$ cat config.mk
export PLATFORM = sky130hd
export DESIGN_NAME = scsm_sim_uart
export DESIGN_NICKNAME = d
export VERILOG_FILES = /design/src/logic/scsm_pkg.sv /design/src/logic/scsm_baud_gen.sv /design/src/logic/scsm_sim_uart.sv
export SDC_FILE = /design/constraint.sdc
export NUM_CORES = 1
export LEC_CHECK = 0
export ABC_AREA = 1
export BUFFER_PORTS_ARGS = -buffer_cell sky130_fd_sc_hd__buf_2
export CAP_MARGIN = 25
export CORE_MARGIN = 2
export CORE_UTILIZATION = 30
export CTS_CLUSTER_DIAMETER = 80
export DETAILED_ROUTE_END_ITERATION = 12
export PLACE_DENSITY = 0.55
export REMOVE_ABC_BUFFERS = 1
export SETUP_SLACK_MARGIN = 0.05
export SLEW_MARGIN = 20
export SYNTH_ARGS = -nofsm -noshare
export SYNTH_HDL_FRONTEND = slang
export SYNTH_SLANG_ARGS = --single-unit
$ cat constraint.sdc
create_clock -name clk_sys -period 2.6 [get_ports clk_sys]
set_clock_uncertainty 0.15 [all_clocks]
set_input_delay 0.26 -clock clk_sys [delete_from_list [all_inputs] [get_ports clk_sys]]
set_output_delay 0.26 -clock clk_sys [all_outputs]
set_load 0.05 [all_outputs]
$ cat src/logic/scsm_pkg.sv
// Package with register map, field positions, reset values and timing for the smart-card UART.
// How it works
// Internal bit rate: prescaled clock over 16(n+1).
// External bit rate: clock pin over 16(n+1).
// Transmit starts when enabled and buffer full.
// Receive starts when enabled and start seen.
// Transmit irq at tick after stop bit.
// Receive irq when character reaches buffer.
// Overrun near stop bit; irq flag unchanged.
// Framing error when stop bit missing.
// Framing and parity flags update on transfer.
// Summary error flag on any error.
// Parity error drives output low when enabled.
// Buffer read clears parity error, releases line.
// Card pulls line low on parity error.
// Irq source plus error enable raises request.
// Handshake disabled, no flow control.
// Direct format: LSB first, even parity.
// Inverse format: inverted, MSB first, odd parity.
// Receive irq on rising buffer-full flag only.
// Mode code 101b selects smart-card mode.
// Frame: start, eight data, parity, stop.
package scsm_pkg;
    localparam logic [5:0] ADDR_TX_BUFFER = 6'h00;
    localparam logic [5:0] ADDR_RX_BUFFER = 6'h04;
    localparam logic [5:0] ADDR_BAUD_DIVIDER = 6'h08;
    localparam logic [5:0] ADDR_MODE_SETUP = 6'h0c;
    localparam logic [5:0] ADDR_CONTROL_ZERO = 6'h10;
    localparam logic [5:0] ADDR_CONTROL_ONE = 6'h14;
    localparam logic [5:0] ADDR_SPECIAL_ONE = 6'h18;
    localparam logic [5:0] ADDR_SPECIAL_TWO = 6'h1c;
    localparam logic [5:0] ADDR_SPECIAL_THREE = 6'h20;
    localparam logic [5:0] ADDR_SPECIAL_FOUR = 6'h24;
    localparam logic [5:0] ADDR_IRQ_STATUS = 6'h28;
    // Mode register fields.
    localparam int MR_MODE_LSB = 0;
    localparam int MR_CLKSRC = 3;
    localparam int MR_STOPS = 4;
    localparam int MR_PARSENSE = 5;
    localparam int MR_PARENA = 6;
    localparam logic [2:0] MODE_SIM = 3'h5;
    // Control zero fields.
    localparam int C0_PRESCALE_LSB = 0;
    localparam int C0_TXEMPTY = 3;
    localparam int C0_HSDIS = 4;
    localparam int C0_ORDER = 7;
    // Control one fields.
    localparam int C1_TXEN = 0;
    localparam int C1_TXBE = 1;
    localparam int C1_RXEN = 2;
    localparam int C1_RXBF = 3;
    localparam int C1_IRQSRC = 4;
    localparam int C1_INVERT = 6;
    localparam int C1_ERREN = 7;
    // Receive buffer upper-byte flags.
    localparam int RB_OVERRUN = 12;
    localparam int RB_FRAMING = 13;
    localparam int RB_PARITY = 14;
    localparam int RB_SUM = 15;
    // Interrupt status fields, write one to clear.
    localparam int IS_TX = 0;
    localparam int IS_RX = 1;
    localparam logic [7:0] RESET_MODE = 8'h00;
    localparam logic [7:0] RESET_CONTROL_ZERO = 8'h18;
    localparam logic [7:0] RESET_CONTROL_ONE = 8'h02;
    localparam logic [7:0] RESET_DIVIDER = 8'h00;
    localparam int OVERSAMPLE = 16;
    localparam int PRESCALE_F8 = 8;
    localparam int PRESCALE_F32 = 32;
    localparam int FRAME_BITS = 11;
endpackage

$ cat src/logic/scsm_baud_gen.sv
// Bit-rate generator giving a sixteen-times oversample enable pulse.
`timescale 1ns/100ps
module scsm_baud_gen (
    // Clock and reset.
    input wire logic clk_sys,
    input wire logic rstn,
    // Configuration.
    input wire logic [1:0] prescaleSel,
    input wire logic extSelect,
    input wire logic [7:0] baudDivider,
    // External clock sampled level.
    input wire logic extClock,
    // Oversample enable.
    output logic tick16
);
    import scsm_pkg::*;
    logic [4:0] preCount_r;
    logic [7:0] divCount_r;
    logic extPrev_r;
    logic preTick;
    logic srcTick;
    logic [4:0] preLimit;

    assign preLimit = (prescaleSel == 2'h0) ? 5'h00 :
                      (prescaleSel == 2'h1) ? 5'h01 :
                      (prescaleSel == 2'h2) ? 5'(PRESCALE_F8 - 1) : 5'(PRESCALE_F32 - 1);
    assign preTick = (preCount_r >= preLimit);
    assign srcTick = extSelect ? (extClock & ~extPrev_r) : preTick;
    assign tick16 = srcTick && (divCount_r == 8'h00);

    always_ff @(posedge clk_sys) begin
        if (!rstn) begin
            preCount_r <= 5'h00;
            divCount_r <= 8'h00;
            extPrev_r <= 1'b0;
        end else begin
            extPrev_r <= extClock;
            preCount_r <= preTick ? 5'h00 : preCount_r + 5'h01;
            if (srcTick) begin
                divCount_r <= (divCount_r == 8'h00) ? baudDivider : divCount_r - 8'h01;
            end
        end
    end
endmodule

$ cat src/logic/scsm_sim_uart.sv
// Smart-card serial channel with Wishbone register access.
`timescale 1ns/100ps
module scsm_sim_uart (
    // Clock and reset.
    input wire logic clk_sys,
    input wire logic rstn,
    // Wishbone slave.
    input wire logic wb_cyc_i,
    input wire logic wb_stb_i,
    input wire logic wb_we_i,
    input wire logic [5:0] wb_adr_i,
    input wire logic [3:0] wb_sel_i,
    input wire logic [31:0] wb_dat_i,
    output logic [31:0] wb_dat_o,
    output logic wb_ack_o,
    // Serial pins.
    input wire logic serialInPin,
    input wire logic extClockPin,
    output logic serialOutPin,
    output logic serialOutOe,
    // Interrupt request flags.
    output logic txIrqFlag,
    output logic rxIrqFlag
);
    import scsm_pkg::*;

    typedef enum logic [1:0] {TX_IDLE, TX_SHIFT, TX_DONE} scsm_tx_e;
    typedef enum logic [1:0] {RX_IDLE, RX_SHIFT} scsm_rx_e;

    logic [7:0] modeSetup_r;
    logic [7:0] control0_r;
    logic [7:0] control1_r;
    logic [7:0] baudDivider_r;
    logic [7:0] special1_r;
    logic [7:0] special2_r;
    logic [7:0] special3_r;
    logic [7:0] special4_r;
    logic [7:0] txBuffer_r;
    logic [7:0] rxData_r;
    logic overrun_r;
    logic framing_r;
    logic parityErr_r;
    logic txIrq_r;
    logic rxIrq_r;
    logic ack_r;
    logic [31:0] rdData_r;
    logic txOut_r;
    logic errDrive_r;
    logic pinOut_r;
    logic pinOe_r;
    scsm_tx_e txState_r;
    scsm_rx_e rxState_r;
    logic [9:0] txShift_r;
    logic [3:0] txBits_r;
    logic [3:0] txPhase_r;
    logic [3:0] rxPhase_r;
    logic [3:0] rxBits_r;
    logic [8:0] rxShift_r;
    logic rxPrev_r;
    logic ovPending_r;
    logic txBusy;

    // Bus decode.
    logic wbReq;
    logic wbWrite;
    logic wbRead;
    logic tick16;
    logic simMode;
    logic invert;
    logic msbFirst;
    logic paritySense;
    logic [7:0] txCoded;
    logic txParity;
    logic rxBit;
    logic [7:0] rxOrdered;
    logic [7:0] rxCoded;
    logic rxParityBad;
    logic rxSample;
    logic txBitEnd;
    logic rxDone;
    logic rxStopOk;
    logic readRxBuffer;
    logic [31:0] rdMux;
    logic rxBufferFull;
    logic txBufferEmpty;

    assign wbReq = wb_cyc_i && wb_stb_i && !ack_r;
    assign wbWrite = wbReq && wb_we_i && wb_sel_i[0];
    assign wbRead = wbReq && !wb_we_i;
    assign readRxBuffer = wbRead && (wb_adr_i == ADDR_RX_BUFFER);
    assign simMode = (modeSetup_r[MR_MODE_LSB +: 3] == MODE_SIM);
    assign invert = control1_r[C1_INVERT];
    assign msbFirst = control0_r[C0_ORDER];
    assign paritySense = modeSetup_r[MR_PARSENSE];
    assign rxBufferFull = control1_r[C1_RXBF];
    assign txBufferEmpty = control1_r[C1_TXBE];
    assign txBusy = (txState_r != TX_IDLE);

    // Format: inversion and bit order for both directions.
    assign txCoded = invert ? ~txBuffer_r : txBuffer_r;
    // Parity sense 1 is even, 0 is odd.
    assign txParity = (^txCoded) ^ ~paritySense;
    assign rxOrdered = msbFirst ? rxShift_r[8:1] : {rxShift_r[1], rxShift_r[2], rxShift_r[3],
                       rxShift_r[4], rxShift_r[5], rxShift_r[6], rxShift_r[7], rxShift_r[8]};
    assign rxCoded = invert ? ~rxOrdered : rxOrdered;
    assign rxParityBad = modeSetup_r[MR_PARENA] &&
                         (((^rxShift_r[8:1]) ^ rxShift_r[0] ^ ~paritySense) != 1'b0);
    assign rxBit = serialInPin;
    assign rxSample = tick16 && (rxPhase_r == 4'h7);
    assign txBitEnd = tick16 && (txPhase_r == 4'hf);
    assign rxStopOk = rxBit;
    assign rxDone = rxSample && (rxState_r == RX_SHIFT) && (rxBits_r == 4'ha);

    scsm_baud_gen u_baud (
        .clk_sys(clk_sys),
        .rstn(rstn),
        .prescaleSel(control0_r[C0_PRESCALE_LSB +: 2]),
        .extSelect(modeSetup_r[MR_CLKSRC]),
        .baudDivider(baudDivider_r),
        .extClock(extClockPin),
        .tick16(tick16)
    );

    always_comb begin
        unique case (wb_adr_i)
            ADDR_TX_BUFFER: rdMux = 32'h0;
            ADDR_RX_BUFFER: rdMux = {16'h0, overrun_r | framing_r | parityErr_r, parityErr_r,
                                      framing_r, overrun_r, 4'h0, rxData_r};
            ADDR_BAUD_DIVIDER: rdMux = {24'h0, baudDivider_r};
            ADDR_MODE_SETUP: rdMux = {24'h0, modeSetup_r};
            ADDR_CONTROL_ZERO: rdMux = {24'h0, control0_r[7:5], 1'b1, ~txBusy, control0_r[2:0]};
            ADDR_CONTROL_ONE: rdMux = {24'h0, control1_r};
            ADDR_SPECIAL_ONE: rdMux = {24'h0, special1_r};
            ADDR_SPECIAL_TWO: rdMux = {24'h0, special2_r};
            ADDR_SPECIAL_THREE: rdMux = {24'h0, special3_r};
            ADDR_SPECIAL_FOUR: rdMux = {24'h0, special4_r};
            ADDR_IRQ_STATUS: rdMux = {30'h0, rxIrq_r, txIrq_r};
            default: rdMux = 32'h0;
        endcase
    end

    // Bus slave: one wait state, ack for one cycle.
    always_ff @(posedge clk_sys) begin
        if (!rstn) begin
            ack_r <= 1'b0;
            rdData_r <= 32'h0;
        end else begin
            ack_r <= wbReq;
            rdData_r <= wbRead ? rdMux : 32'h0;
        end
    end

    // Configuration registers.
    always_ff @(posedge clk_sys) begin
        if (!rstn) begin
            modeSetup_r <= RESET_MODE;
            baudDivider_r <= RESET_DIVIDER;
            special1_r <= 8'h00;
            special2_r <= 8'h00;
            special3_r <= 8'h00;
            special4_r <= 8'h00;
        end else if (wbWrite) begin
            if (wb_adr_i == ADDR_MODE_SETUP) modeSetup_r <= wb_dat_i[7:0];
            if (wb_adr_i == ADDR_BAUD_DIVIDER) baudDivider_r <= wb_dat_i[7:0];
            if (wb_adr_i == ADDR_SPECIAL_ONE) special1_r <= wb_dat_i[7:0];
            if (wb_adr_i == ADDR_SPECIAL_TWO) special2_r <= wb_dat_i[7:0];
            if (wb_adr_i == ADDR_SPECIAL_THREE) special3_r <= wb_dat_i[7:0];
            if (wb_adr_i == ADDR_SPECIAL_FOUR) special4_r <= wb_dat_i[7:0];
        end
    end

    // Control zero: handshake disable forced, transmit-empty is status.
    always_ff @(posedge clk_sys) begin
        if (!rstn) begin
            control0_r <= RESET_CONTROL_ZERO;
        end else if (wbWrite && wb_adr_i == ADDR_CONTROL_ZERO) begin
            control0_r <= {wb_dat_i[7:5], 1'b1, 1'b1, wb_dat_i[2:0]};
        end
    end

    // Control one with hardware-owned buffer flags; hardware set wins.
    always_ff @(posedge clk_sys) begin
        if (!rstn) begin
            control1_r <= RESET_CONTROL_ONE;
            txBuffer_r <= 8'h00;
        end else begin
            if (wbWrite && wb_adr_i == ADDR_CONTROL_ONE) begin
                control1_r[C1_TXEN] <= wb_dat_i[C1_TXEN];
                control1_r[C1_RXEN] <= wb_dat_i[C1_RXEN];
                control1_r[7:4] <= wb_dat_i[7:4];
            end
            if (wbWrite && wb_adr_i == ADDR_TX_BUFFER) begin
                txBuffer_r <= wb_dat_i[7:0];
                control1_r[C1_TXBE] <= 1'b0;
            end
            if (txState_r == TX_IDLE && control1_r[C1_TXEN] && !txBufferEmpty && simMode) begin
                control1_r[C1_TXBE] <= 1'b1;
            end
            if (readRxBuffer) control1_r[C1_RXBF] <= 1'b0;
            if (rxDone) control1_r[C1_RXBF] <= 1'b1;
        end
    end

    // Transmitter.
    always_ff @(posedge clk_sys) begin
        if (!rstn) begin
            txState_r <= TX_IDLE;
            txShift_r <= 10'h3ff;
            txBits_r <= 4'h0;
            txPhase_r <= 4'h0;
            txOut_r <= 1'b1;
        end else begin
            unique case (txState_r)
                TX_IDLE: begin
                    txOut_r <= 1'b1;
                    if (control1_r[C1_TXEN] && !txBufferEmpty && simMode) begin
                        txState_r <= TX_SHIFT;
                        txOut_r <= 1'b0;
                        txPhase_r <= 4'h0;
                        txBits_r <= 4'h0;
                        txShift_r <= {msbFirst ? txCoded : {txCoded[0], txCoded[1],
                            txCoded[2], txCoded[3], txCoded[4], txCoded[5], txCoded[6],
                            txCoded[7]}, txParity, 1'b1};
                    end
                end
                TX_SHIFT: begin
                    if (tick16) txPhase_r <= txPhase_r + 4'h1;
                    if (txBitEnd) begin
                        txBits_r <= txBits_r + 4'h1;
                        txOut_r <= txShift_r[9];
                        txShift_r <= {txShift_r[8:0], 1'b1};
                        if (txBits_r == 4'(FRAME_BITS - 1)) txState_r <= TX_DONE;
                    end
                end
                TX_DONE: begin
                    txOut_r <= 1'b1;
                    if (tick16) txState_r <= TX_IDLE;
                end
                default: txState_r <= TX_IDLE;
            endcase
        end
    end

    // Receiver.
    always_ff @(posedge clk_sys) begin
        if (!rstn) begin
            rxState_r <= RX_IDLE;
            rxPhase_r <= 4'h0;
            rxBits_r <= 4'h0;
            rxShift_r <= 9'h000;
            rxPrev_r <= 1'b1;
            rxData_r <= 8'h00;
            overrun_r <= 1'b0;
            framing_r <= 1'b0;
            parityErr_r <= 1'b0;
            ovPending_r <= 1'b0;
        end else begin
            rxPrev_r <= rxBit;
            if (readRxBuffer) begin
                overrun_r <= 1'b0;
                parityErr_r <= 1'b0;
            end
            unique case (rxState_r)
                RX_IDLE: begin
                    if (control1_r[C1_RXEN] && simMode && rxPrev_r && !rxBit &&
                        !errDrive_r) begin
                        rxState_r <= RX_SHIFT;
                        rxPhase_r <= 4'h0;
                        rxBits_r <= 4'h0;
                    end
                end
                RX_SHIFT: begin
                    if (tick16) rxPhase_r <= rxPhase_r + 4'h1;
                    if (rxSample) begin
                        rxBits_r <= rxBits_r + 4'h1;
                        if (rxBits_r == 4'h0 && rxBit) rxState_r <= RX_IDLE;
                        if (rxBits_r != 4'h0 && rxBits_r != 4'ha) rxShift_r <= {rxShift_r[7:0], rxBit};
                        if (rxBits_r == 4'h9 && rxBufferFull && !readRxBuffer) begin
                            overrun_r <= 1'b1;
                        end
                        if (rxDone) begin
                            rxState_r <= RX_IDLE;
                            rxData_r <= rxCoded;
                            framing_r <= !rxStopOk;
                            parityErr_r <= rxParityBad;
                        end
                    end
                end
                default: rxState_r <= RX_IDLE;
            endcase
        end
    end

    // Error signal holds the line low until the buffer is read.
    always_ff @(posedge clk_sys) begin
        if (!rstn) begin
            errDrive_r <= 1'b0;
        end else if (rxDone && rxParityBad && control1_r[C1_ERREN]) begin
            errDrive_r <= 1'b1;
        end else if (readRxBuffer) begin
            errDrive_r <= 1'b0;
        end
    end

    // Interrupt flags: write one to clear at the status register; set wins.
    always_ff @(posedge clk_sys) begin
        if (!rstn) begin
            txIrq_r <= 1'b0;
            rxIrq_r <= 1'b0;
        end else begin
            if (wbWrite && wb_adr_i == ADDR_IRQ_STATUS && wb_dat_i[IS_TX]) txIrq_r <= 1'b0;
            if (wbWrite && wb_adr_i == ADDR_IRQ_STATUS && wb_dat_i[IS_RX]) rxIrq_r <= 1'b0;
            if (txState_r == TX_DONE && tick16 && control1_r[C1_IRQSRC]) txIrq_r <= 1'b1;
            if (wbWrite && wb_adr_i == ADDR_CONTROL_ONE && wb_dat_i[C1_IRQSRC] &&
                wb_dat_i[C1_ERREN] && !(control1_r[C1_IRQSRC] && control1_r[C1_ERREN])) begin
                txIrq_r <= 1'b1;
            end
            if (rxDone && !rxBufferFull) rxIrq_r <= 1'b1;
        end
    end

    // Open-drain output: drive only when low; card error visible on serialInPin.
    always_ff @(posedge clk_sys) begin
        if (!rstn) begin
            pinOut_r <= 1'b1;
            pinOe_r <= 1'b0;
        end else begin
            pinOut_r <= txOut_r & ~errDrive_r;
            pinOe_r <= ~(txOut_r & ~errDrive_r);
        end
    end

    assign serialOutPin = pinOut_r;
    assign serialOutOe = pinOe_r;
    assign wb_ack_o = ack_r;
    assign wb_dat_o = rdData_r;
    assign txIrqFlag = txIrq_r;
    assign rxIrqFlag = rxIrq_r;
endmodule

==> flow_metrics.py, run 1 <==
metrics = {
    "power_and_ir_drop": {
        "powerDensity_nw_per_um2": 667,
        "power_mw": 5.82,
        "p_clk_share_pct": 47.1,
        "internal-power_mw": 4.32,
        "p_comb_share_pct": 11.3,
        "swShare_pct": 25.7,
        "p_sw_mw": 1.50,
        "vdd.ir_drop.worst_v": 0.000360,
        "leakage_nw": 3.60,
        "seqPwrFrac_pct": 41.6,
    },
    "cts": {
        "clockBufferDepth": 2,
        "clk_pin_slew_ns": 0.06,
        "clock_sinks": 152,
        "cts_tree": "done",
        "clock_latency_ns": 0.43,
        "cts_max_level": 4,
        "clockRootBuffer": "clkbuf_16",
        "cts_buffers": 17,
    },
    "timing": {
        "period_share_pct": 88.2,
        "slew_viol_final": 0,
        "rsz0062_at_grt": "no",
        "relSlewSlack_pct": 61.2,
        "worst_pin_slew_ns": 0.582,
        "setup_viol": 0,
        "hold_viol_final": 0,
        "tns_ns": 0,
        "setup_ws_ns": 0.308,
        "finalCriticalPeriod_ns": 2.29,
        "fmax_mhz": 436,
        "whs_ns": 0.0820,
    },
    "cells_and_area": {
        "fillCellCount": 2678,
        "fin_util_pct": 34.9,
        "fin_nets": 1169,
        "drive_gt1_share_pct": 11.0,
        "area_growth_pct": 15.4,
    },
    "synth": {
        "netlist_area_um2": 7560,
        "synthArstFlopShare_pct": 0,
        "synth_cell_types": 37,
        "postSynthAreaPerCell_um2": 7.08,
        "yosysTopAreaCell": "dfxtp_1",
        "synth_top_area_share_pct": 40.3,
        "yosysMostFrequentCell": "nand2_1",
        "ys_top_cells_by_count": "172 x nand2_1, 157 x nor2_1, 152 x dfxtp_1",
        "synthCells": 1067,
        "synth_area_leaders": "dfxtp_1 40%, nand2_1 8.5%, o21ai_0 8.1%, nor2_1 7.8%, a21oi_1 5.7%",
        "ys_ff_latch": 152,
        "seq_area_frac_synth_pct": 40.3,
        "yosys_warnings": 0,
        "synth_ff_type": "dfxtp_1",
        "synth_edf_count": 0,
    },
    "floorplanning": {
        "start_util_pct": 30.3,
        "dieWidth_um": 163,
        "dieArea_um2": 26500,
        "fp-row-count": 58,
        "die-height_um": 163,
        "core_area_um2": 25000,
        "io_pins": 86,
    },
    "detailed_routing": {
        "dr.pass1.iters": 4,
        "wl_um": 20100,
        "drc": 0,
        "ant_nets": 0,
        "viasPerCell": 4.69,
        "dr_total_vias": 6774,
        "drt_iter0_drc": 545,
        "post_drt_wl_per_cell_um": 13.9,
    },
    "worst_setup_path": {
        "endpoint_kind": "flip-flop",
        "crit_chain": "dlygate4sd3_1 > buf_2 > nand2_1 > dlygate4sd3_1 > nor3_1 > nand3_1 > a31oi_1",
        "path_buf_inv": 3,
        "crit_fanout": 7,
        "cpLargestDelayFamily": "buffers and inverters",
        "cp_slowest_cell": "dlygate4sd3_1",
        "max_stage_delay_ns": 0.56,
        "critPathArrivalTime_ns": 2.45,
        "cp-start-kind": "input pin",
        "crit_path_frequent_cell": "dlygate4sd3_1",
        "reg2reg_slack_ns": 0.33,
        "cp.required_ns": 2.76,
        "path_class": "input pin to flip-flop",
    },
    "global_routing": {
        "track_usage_pct": 15.6,
        "grt_pass1_vias": 6251,
        "grt_max_degree": 104,
        "antenna_found_initial": 2,
        "overflow": 0,
        "grt_pass1_wl_um": 32400,
    },
    "place": {
        "gp_congestion": 0.881,
        "post-place-ws_ns": 0.226,
        "dp_hpwl_um": 14200,
        "port_buffers": 38,
    },
    "run_status": {
        "outcome": "complete, no violations",
    },
    "run": {
        "maxCapViolCount": 0,
    },
    "worst_hold_path": {
        "min_path_type": "input pin to flip-flop",
    },
}
==> final timing paths <==
path                      start             to  depth (start not counted)
setup / recovery       wb_stb_i    wb_dat_o[2]                          7
hold / removal      wb_dat_i[4]  control1_r[4]                          3
setup reg to reg  control0_r[1]    rxBits_r[2]                         12
hold reg to reg       overrun_r   wb_dat_o[12]                          2
==> what timing repair did <==
| item | 4_1_cts | 5_1_grt |
|---|---|---|
| hold buffers | 4 | 0 |
| setup endpoints to repair | 0 | 4 |
| setup buffers | 0 | 0 |
| resized for setup | 0 | 4 |
| endpoints found under the hold margin | 4 | 0 |
==> stage by stage <==
| step | instances | cell area, um^2 |
|---|---|---|
| finish | 1443 | 8720 |
| floorplan | 1024 | 7300 |
| global placement | 1406 | 8020 |
| global route | 1442 | 8720 |
| detailed placement | 1406 | 8020 |
| CTS | 1442 | 8710 |
==> routing by layer <==
layer,global-route usage (%),routed length [um],vias to the layer above
met3,3.77,1250,35
li1,-,-,3489
met5,0,16,-
met4,6.80,503,2
met2,24.3,8960,173
met1,20.5,9360,3075
==> worst reg2reg max path, delay by kind of cell, from the launching register on <==
kind	cells	cell delay [ns]
fa+ha+maj	1	0.31
buf+inv	2	0.20
flops	1	0.36
compound gates	1	0.13
simple gates	8	1.04
==> placed cells by master, fill, tap and decap left out, drive strengths merged, types with 2 or more instances in the layout <==
cell / n
a211oi: 4
a21oi: 86
a221oi: 3
a31oi: 11
buf: 52
bufinv: 5
clkbuf: 21
clkinv: 6
conb: 20
dfxtp: 152
dlygate4sd3: 4
ha: 21
inv: 127
nand2: 175
nand3: 44
nand3b: 2
nand4: 9
nor2: 168
nor3: 11
o211ai: 11
o21ai: 129
o22ai: 11
xnor2: 15
xor2: 21
==> power by group through the flow <==
| stage | logic [mW] | clock network [mW] | registers [mW] |
|---|---|---|---|
| floorplan | 0.451 | 0 | 2.46 |
| global placement | 0.636 | 0 | 2.47 |
| detailed placement | 0.643 | 0 | 2.47 |
| CTS | 0.652 | 2.80 | 2.42 |
| global route | 0.743 | 2.89 | 2.43 |
| finish | 0.657 | 2.74 | 2.42 |
==> kinds of logic (layout without fill, tap and decap cells) <==
logic type	count (synthesis)	in the layout	share of synthesized area, %
buf+inv	190	216	10.7
compound gates	257	257	18.1
xor+xnor	36	36	4.17
flops	152	152	40.3
fa+ha+maj	21	21	3.48
simple gates	410	410	23.2
other cells	1	21	0.0496
==> final cells by class <==
cell class                      count  area [um^2]  area share, %
Multi-Input combinational cell    744         3790           43.4
Sequential cell                   152         3040           34.9
Inverter                          128          480           5.51
Clock buffer                       21          450           5.16
Tap cell                          330          413           4.73
Timing Repair Buffer               56          352           4.03
Clock inverter                     11          194           2.22
Antenna cell                        1         2.50         0.0287
==> flip-flops by register name, indices dropped and copies added (netlist names), 5 cells and up <==
name               cells
baudDivider_r          8
special3_r             8
txBuffer_r             8
rxData_r               8
control1_r             8
special4_r             8
special1_r             8
rxShift_r              9
special2_r             8
txShift_r              9
u_baud.preCount_r      5
modeSetup_r            8
u_baud.divCount_r      8
wb_dat_o              12
control0_r             6
Power figures use the tool's default switching activity.
==> run 2: changes to the inputs <==
--- a/config.mk
+++ b/config.mk
@@ -12,7 +12,7 @@
 export CORE_UTILIZATION = 30
 export CTS_CLUSTER_DIAMETER = 80
 export DETAILED_ROUTE_END_ITERATION = 12
-export PLACE_DENSITY = 0.55
+export PLACE_DENSITY = 0.45
 export REMOVE_ABC_BUFFERS = 1
 export SETUP_SLACK_MARGIN = 0.05
 export SLEW_MARGIN = 20
==> flow_metrics.py, run 2 (synthesis results as in run 1) <==
metrics = {
    "cts": {
        "cts_tree": "done",
        "cts_max_level": 4,
        "cts.repair_timing.setup_buffer_count": 0,
        "clk_pin_slew_ns": 0.07,
        "clockBufferDepth": 2,
        "clock_latency_ns": 0.43,
        "clockRootBuffer": "clkbuf_16",
        "cts_buffers": 17,
        "clock_sinks": 152,
    },
    "cells_and_area": {
        "area_growth_pct": 15.0,
        "diodes": 0,
        "layout_common_cells": "169 x nand2_1, 157 x nor2_1, 152 x dfxtp_1",
        "drive_gt1_share_pct": 11.5,
        "largest_reg_flops": 12,
        "multi_input_area_um2": 3780,
        "fillCellCount": 2719,
        "seq_area_um2": 3040,
        "fin_area_um2": 8690,
        "final_common_cell": "nand2_1",
        "fin_nets": 1172,
    },
    "worst_setup_path": {
        "worstReg2RegStart": "control0_r[1]",
        "endpoint_kind": "flip-flop",
        "crit_fanout": 7,
        "r2r_end": "rxBits_r[1]",
        "path_class": "input pin to flip-flop",
        "cp.required_ns": 2.76,
        "cp-start-kind": "input pin",
        "critPathArrivalTime_ns": 2.49,
        "rr_worst_depth": 10,
        "reg2reg_slack_ns": 0.29,
    },
    "timing": {
        "slew_viol_final": 0,
        "tns_ns": 0,
        "relSlewSlack_pct": 65.2,
        "finalCriticalPeriod_ns": 2.33,
        "hold_viol_final": 0,
        "whs_ns": 0.0694,
        "setup_viol": 0,
        "period_share_pct": 89.8,
        "worst_pin_slew_ns": 0.516,
        "rsz0062_at_grt": "no",
        "fmax_mhz": 428,
    },
    "power_and_ir_drop": {
        "leakage_nw": 3.59,
        "vdd.ir_drop.worst_v": 0.000340,
        "power_mw": 5.66,
        "powerDensity_nw_per_um2": 651,
    },
    "run_status": {
        "outcome": "complete, no violations",
    },
    "floorplanning": {
        "die-height_um": 163,
        "start_util_pct": 30.3,
        "dieArea_um2": 26500,
        "dieWidth_um": 163,
        "io_pins": 86,
        "core_area_um2": 25000,
        "fp-row-count": 58,
    },
    "place": {
        "gp_congestion": 0.799,
        "dp_hpwl_um": 15000,
        "dpl_cell_area_um2": 8040,
        "port_buffers": 38,
    },
    "detailed_routing": {
        "wl_um": 21100,
        "dr.pass1.iters": 5,
        "drc": 0,
        "dr_total_vias": 6648,
        "viasPerCell": 4.60,
        "drt_iter0_drc": 470,
        "ant_nets": 0,
        "post_drt_wl_per_cell_um": 14.6,
    },
    "worst_hold_path": {
        "min_path_type": "input pin to flip-flop",
        "worstHoldStart": "wb_dat_i[3]",
        "whs_path_depth": 3,
        "min_to": "txBuffer_r[3]",
    },
    "global_routing": {
        "grt_pass1_vias": 6260,
        "grt_max_degree": 104,
        "track_usage_pct": 16.8,
        "antenna_found_initial": 0,
        "grt_pass1_wl_um": 34300,
        "overflow": 0,
    },
    "run": {
        "maxCapViolCount": 0,
    },
}
-- run 2: power by group --
part | switching, mW | internal [mW]
sequential | 0.0422 | 2.38
clock | 1.10 | 1.46
combinational | 0.453 | 0.216
-- run 2: worst max path at each step --
stage	from	endpoint	depth (start not counted)
2_1_floorplan	control0_r[1]	txBits_r[0]	13
5_1_grt	control0_r[1]	rxShift_r[6]	11
3_3_place_gp	control0_r[1]	rxData_r[0]	11
4_1_cts	control0_r[1]	rxData_r[0]	11
6_report	wb_stb_i	wb_dat_o[3]	7
3_5_place_dp	control0_r[1]	rxData_r[0]	11
-- run 2: stage by stage --
step	instances	worst slack, ns	util [%]
3_5_place_dp	1409	0.191	32.2
2_1_floorplan	1024	0.166	-
4_1_cts	1445	0.175	34.8
3_3_place_gp	1409	0.205	32.2
5_1_grt	1445	0.0799	34.8
6_report	1445	0.266	34.8
-- run 2: area by class of cell --
type	count	share of cell area, %
Clock buffer	18	5.05
Sequential cell	152	35.0
Inverter	128	5.53
Clock inverter	14	1.86
Timing Repair Buffer	59	4.26
Tap cell	330	4.75
Multi-Input combinational cell	744	43.5
-- run 2: critical path: stages --
cell	delay (ns)
dlygate4sd3_1	0.53
buf_2	0.10
nand2_1	0.07
dlygate4sd3_1	0.58
nor3_1	0.24
nand3_1	0.32
a31oi_1	0.39
-- run 2: per-layer routing --
metal	routed length, um	up-vias	global-route usage [%]
met5	0	-	0
met4	213	0	4.06
met3	634	14	3.28
met2	9610	98	26.7
met1	10700	3041	23.3
li1	-	3495	-
-- run 2: timing repair --
action,CTS,global route
setup endpoints to repair,0,23
resized for setup,0,3
hold buffers,4,0
endpoints found under the hold margin,4,0
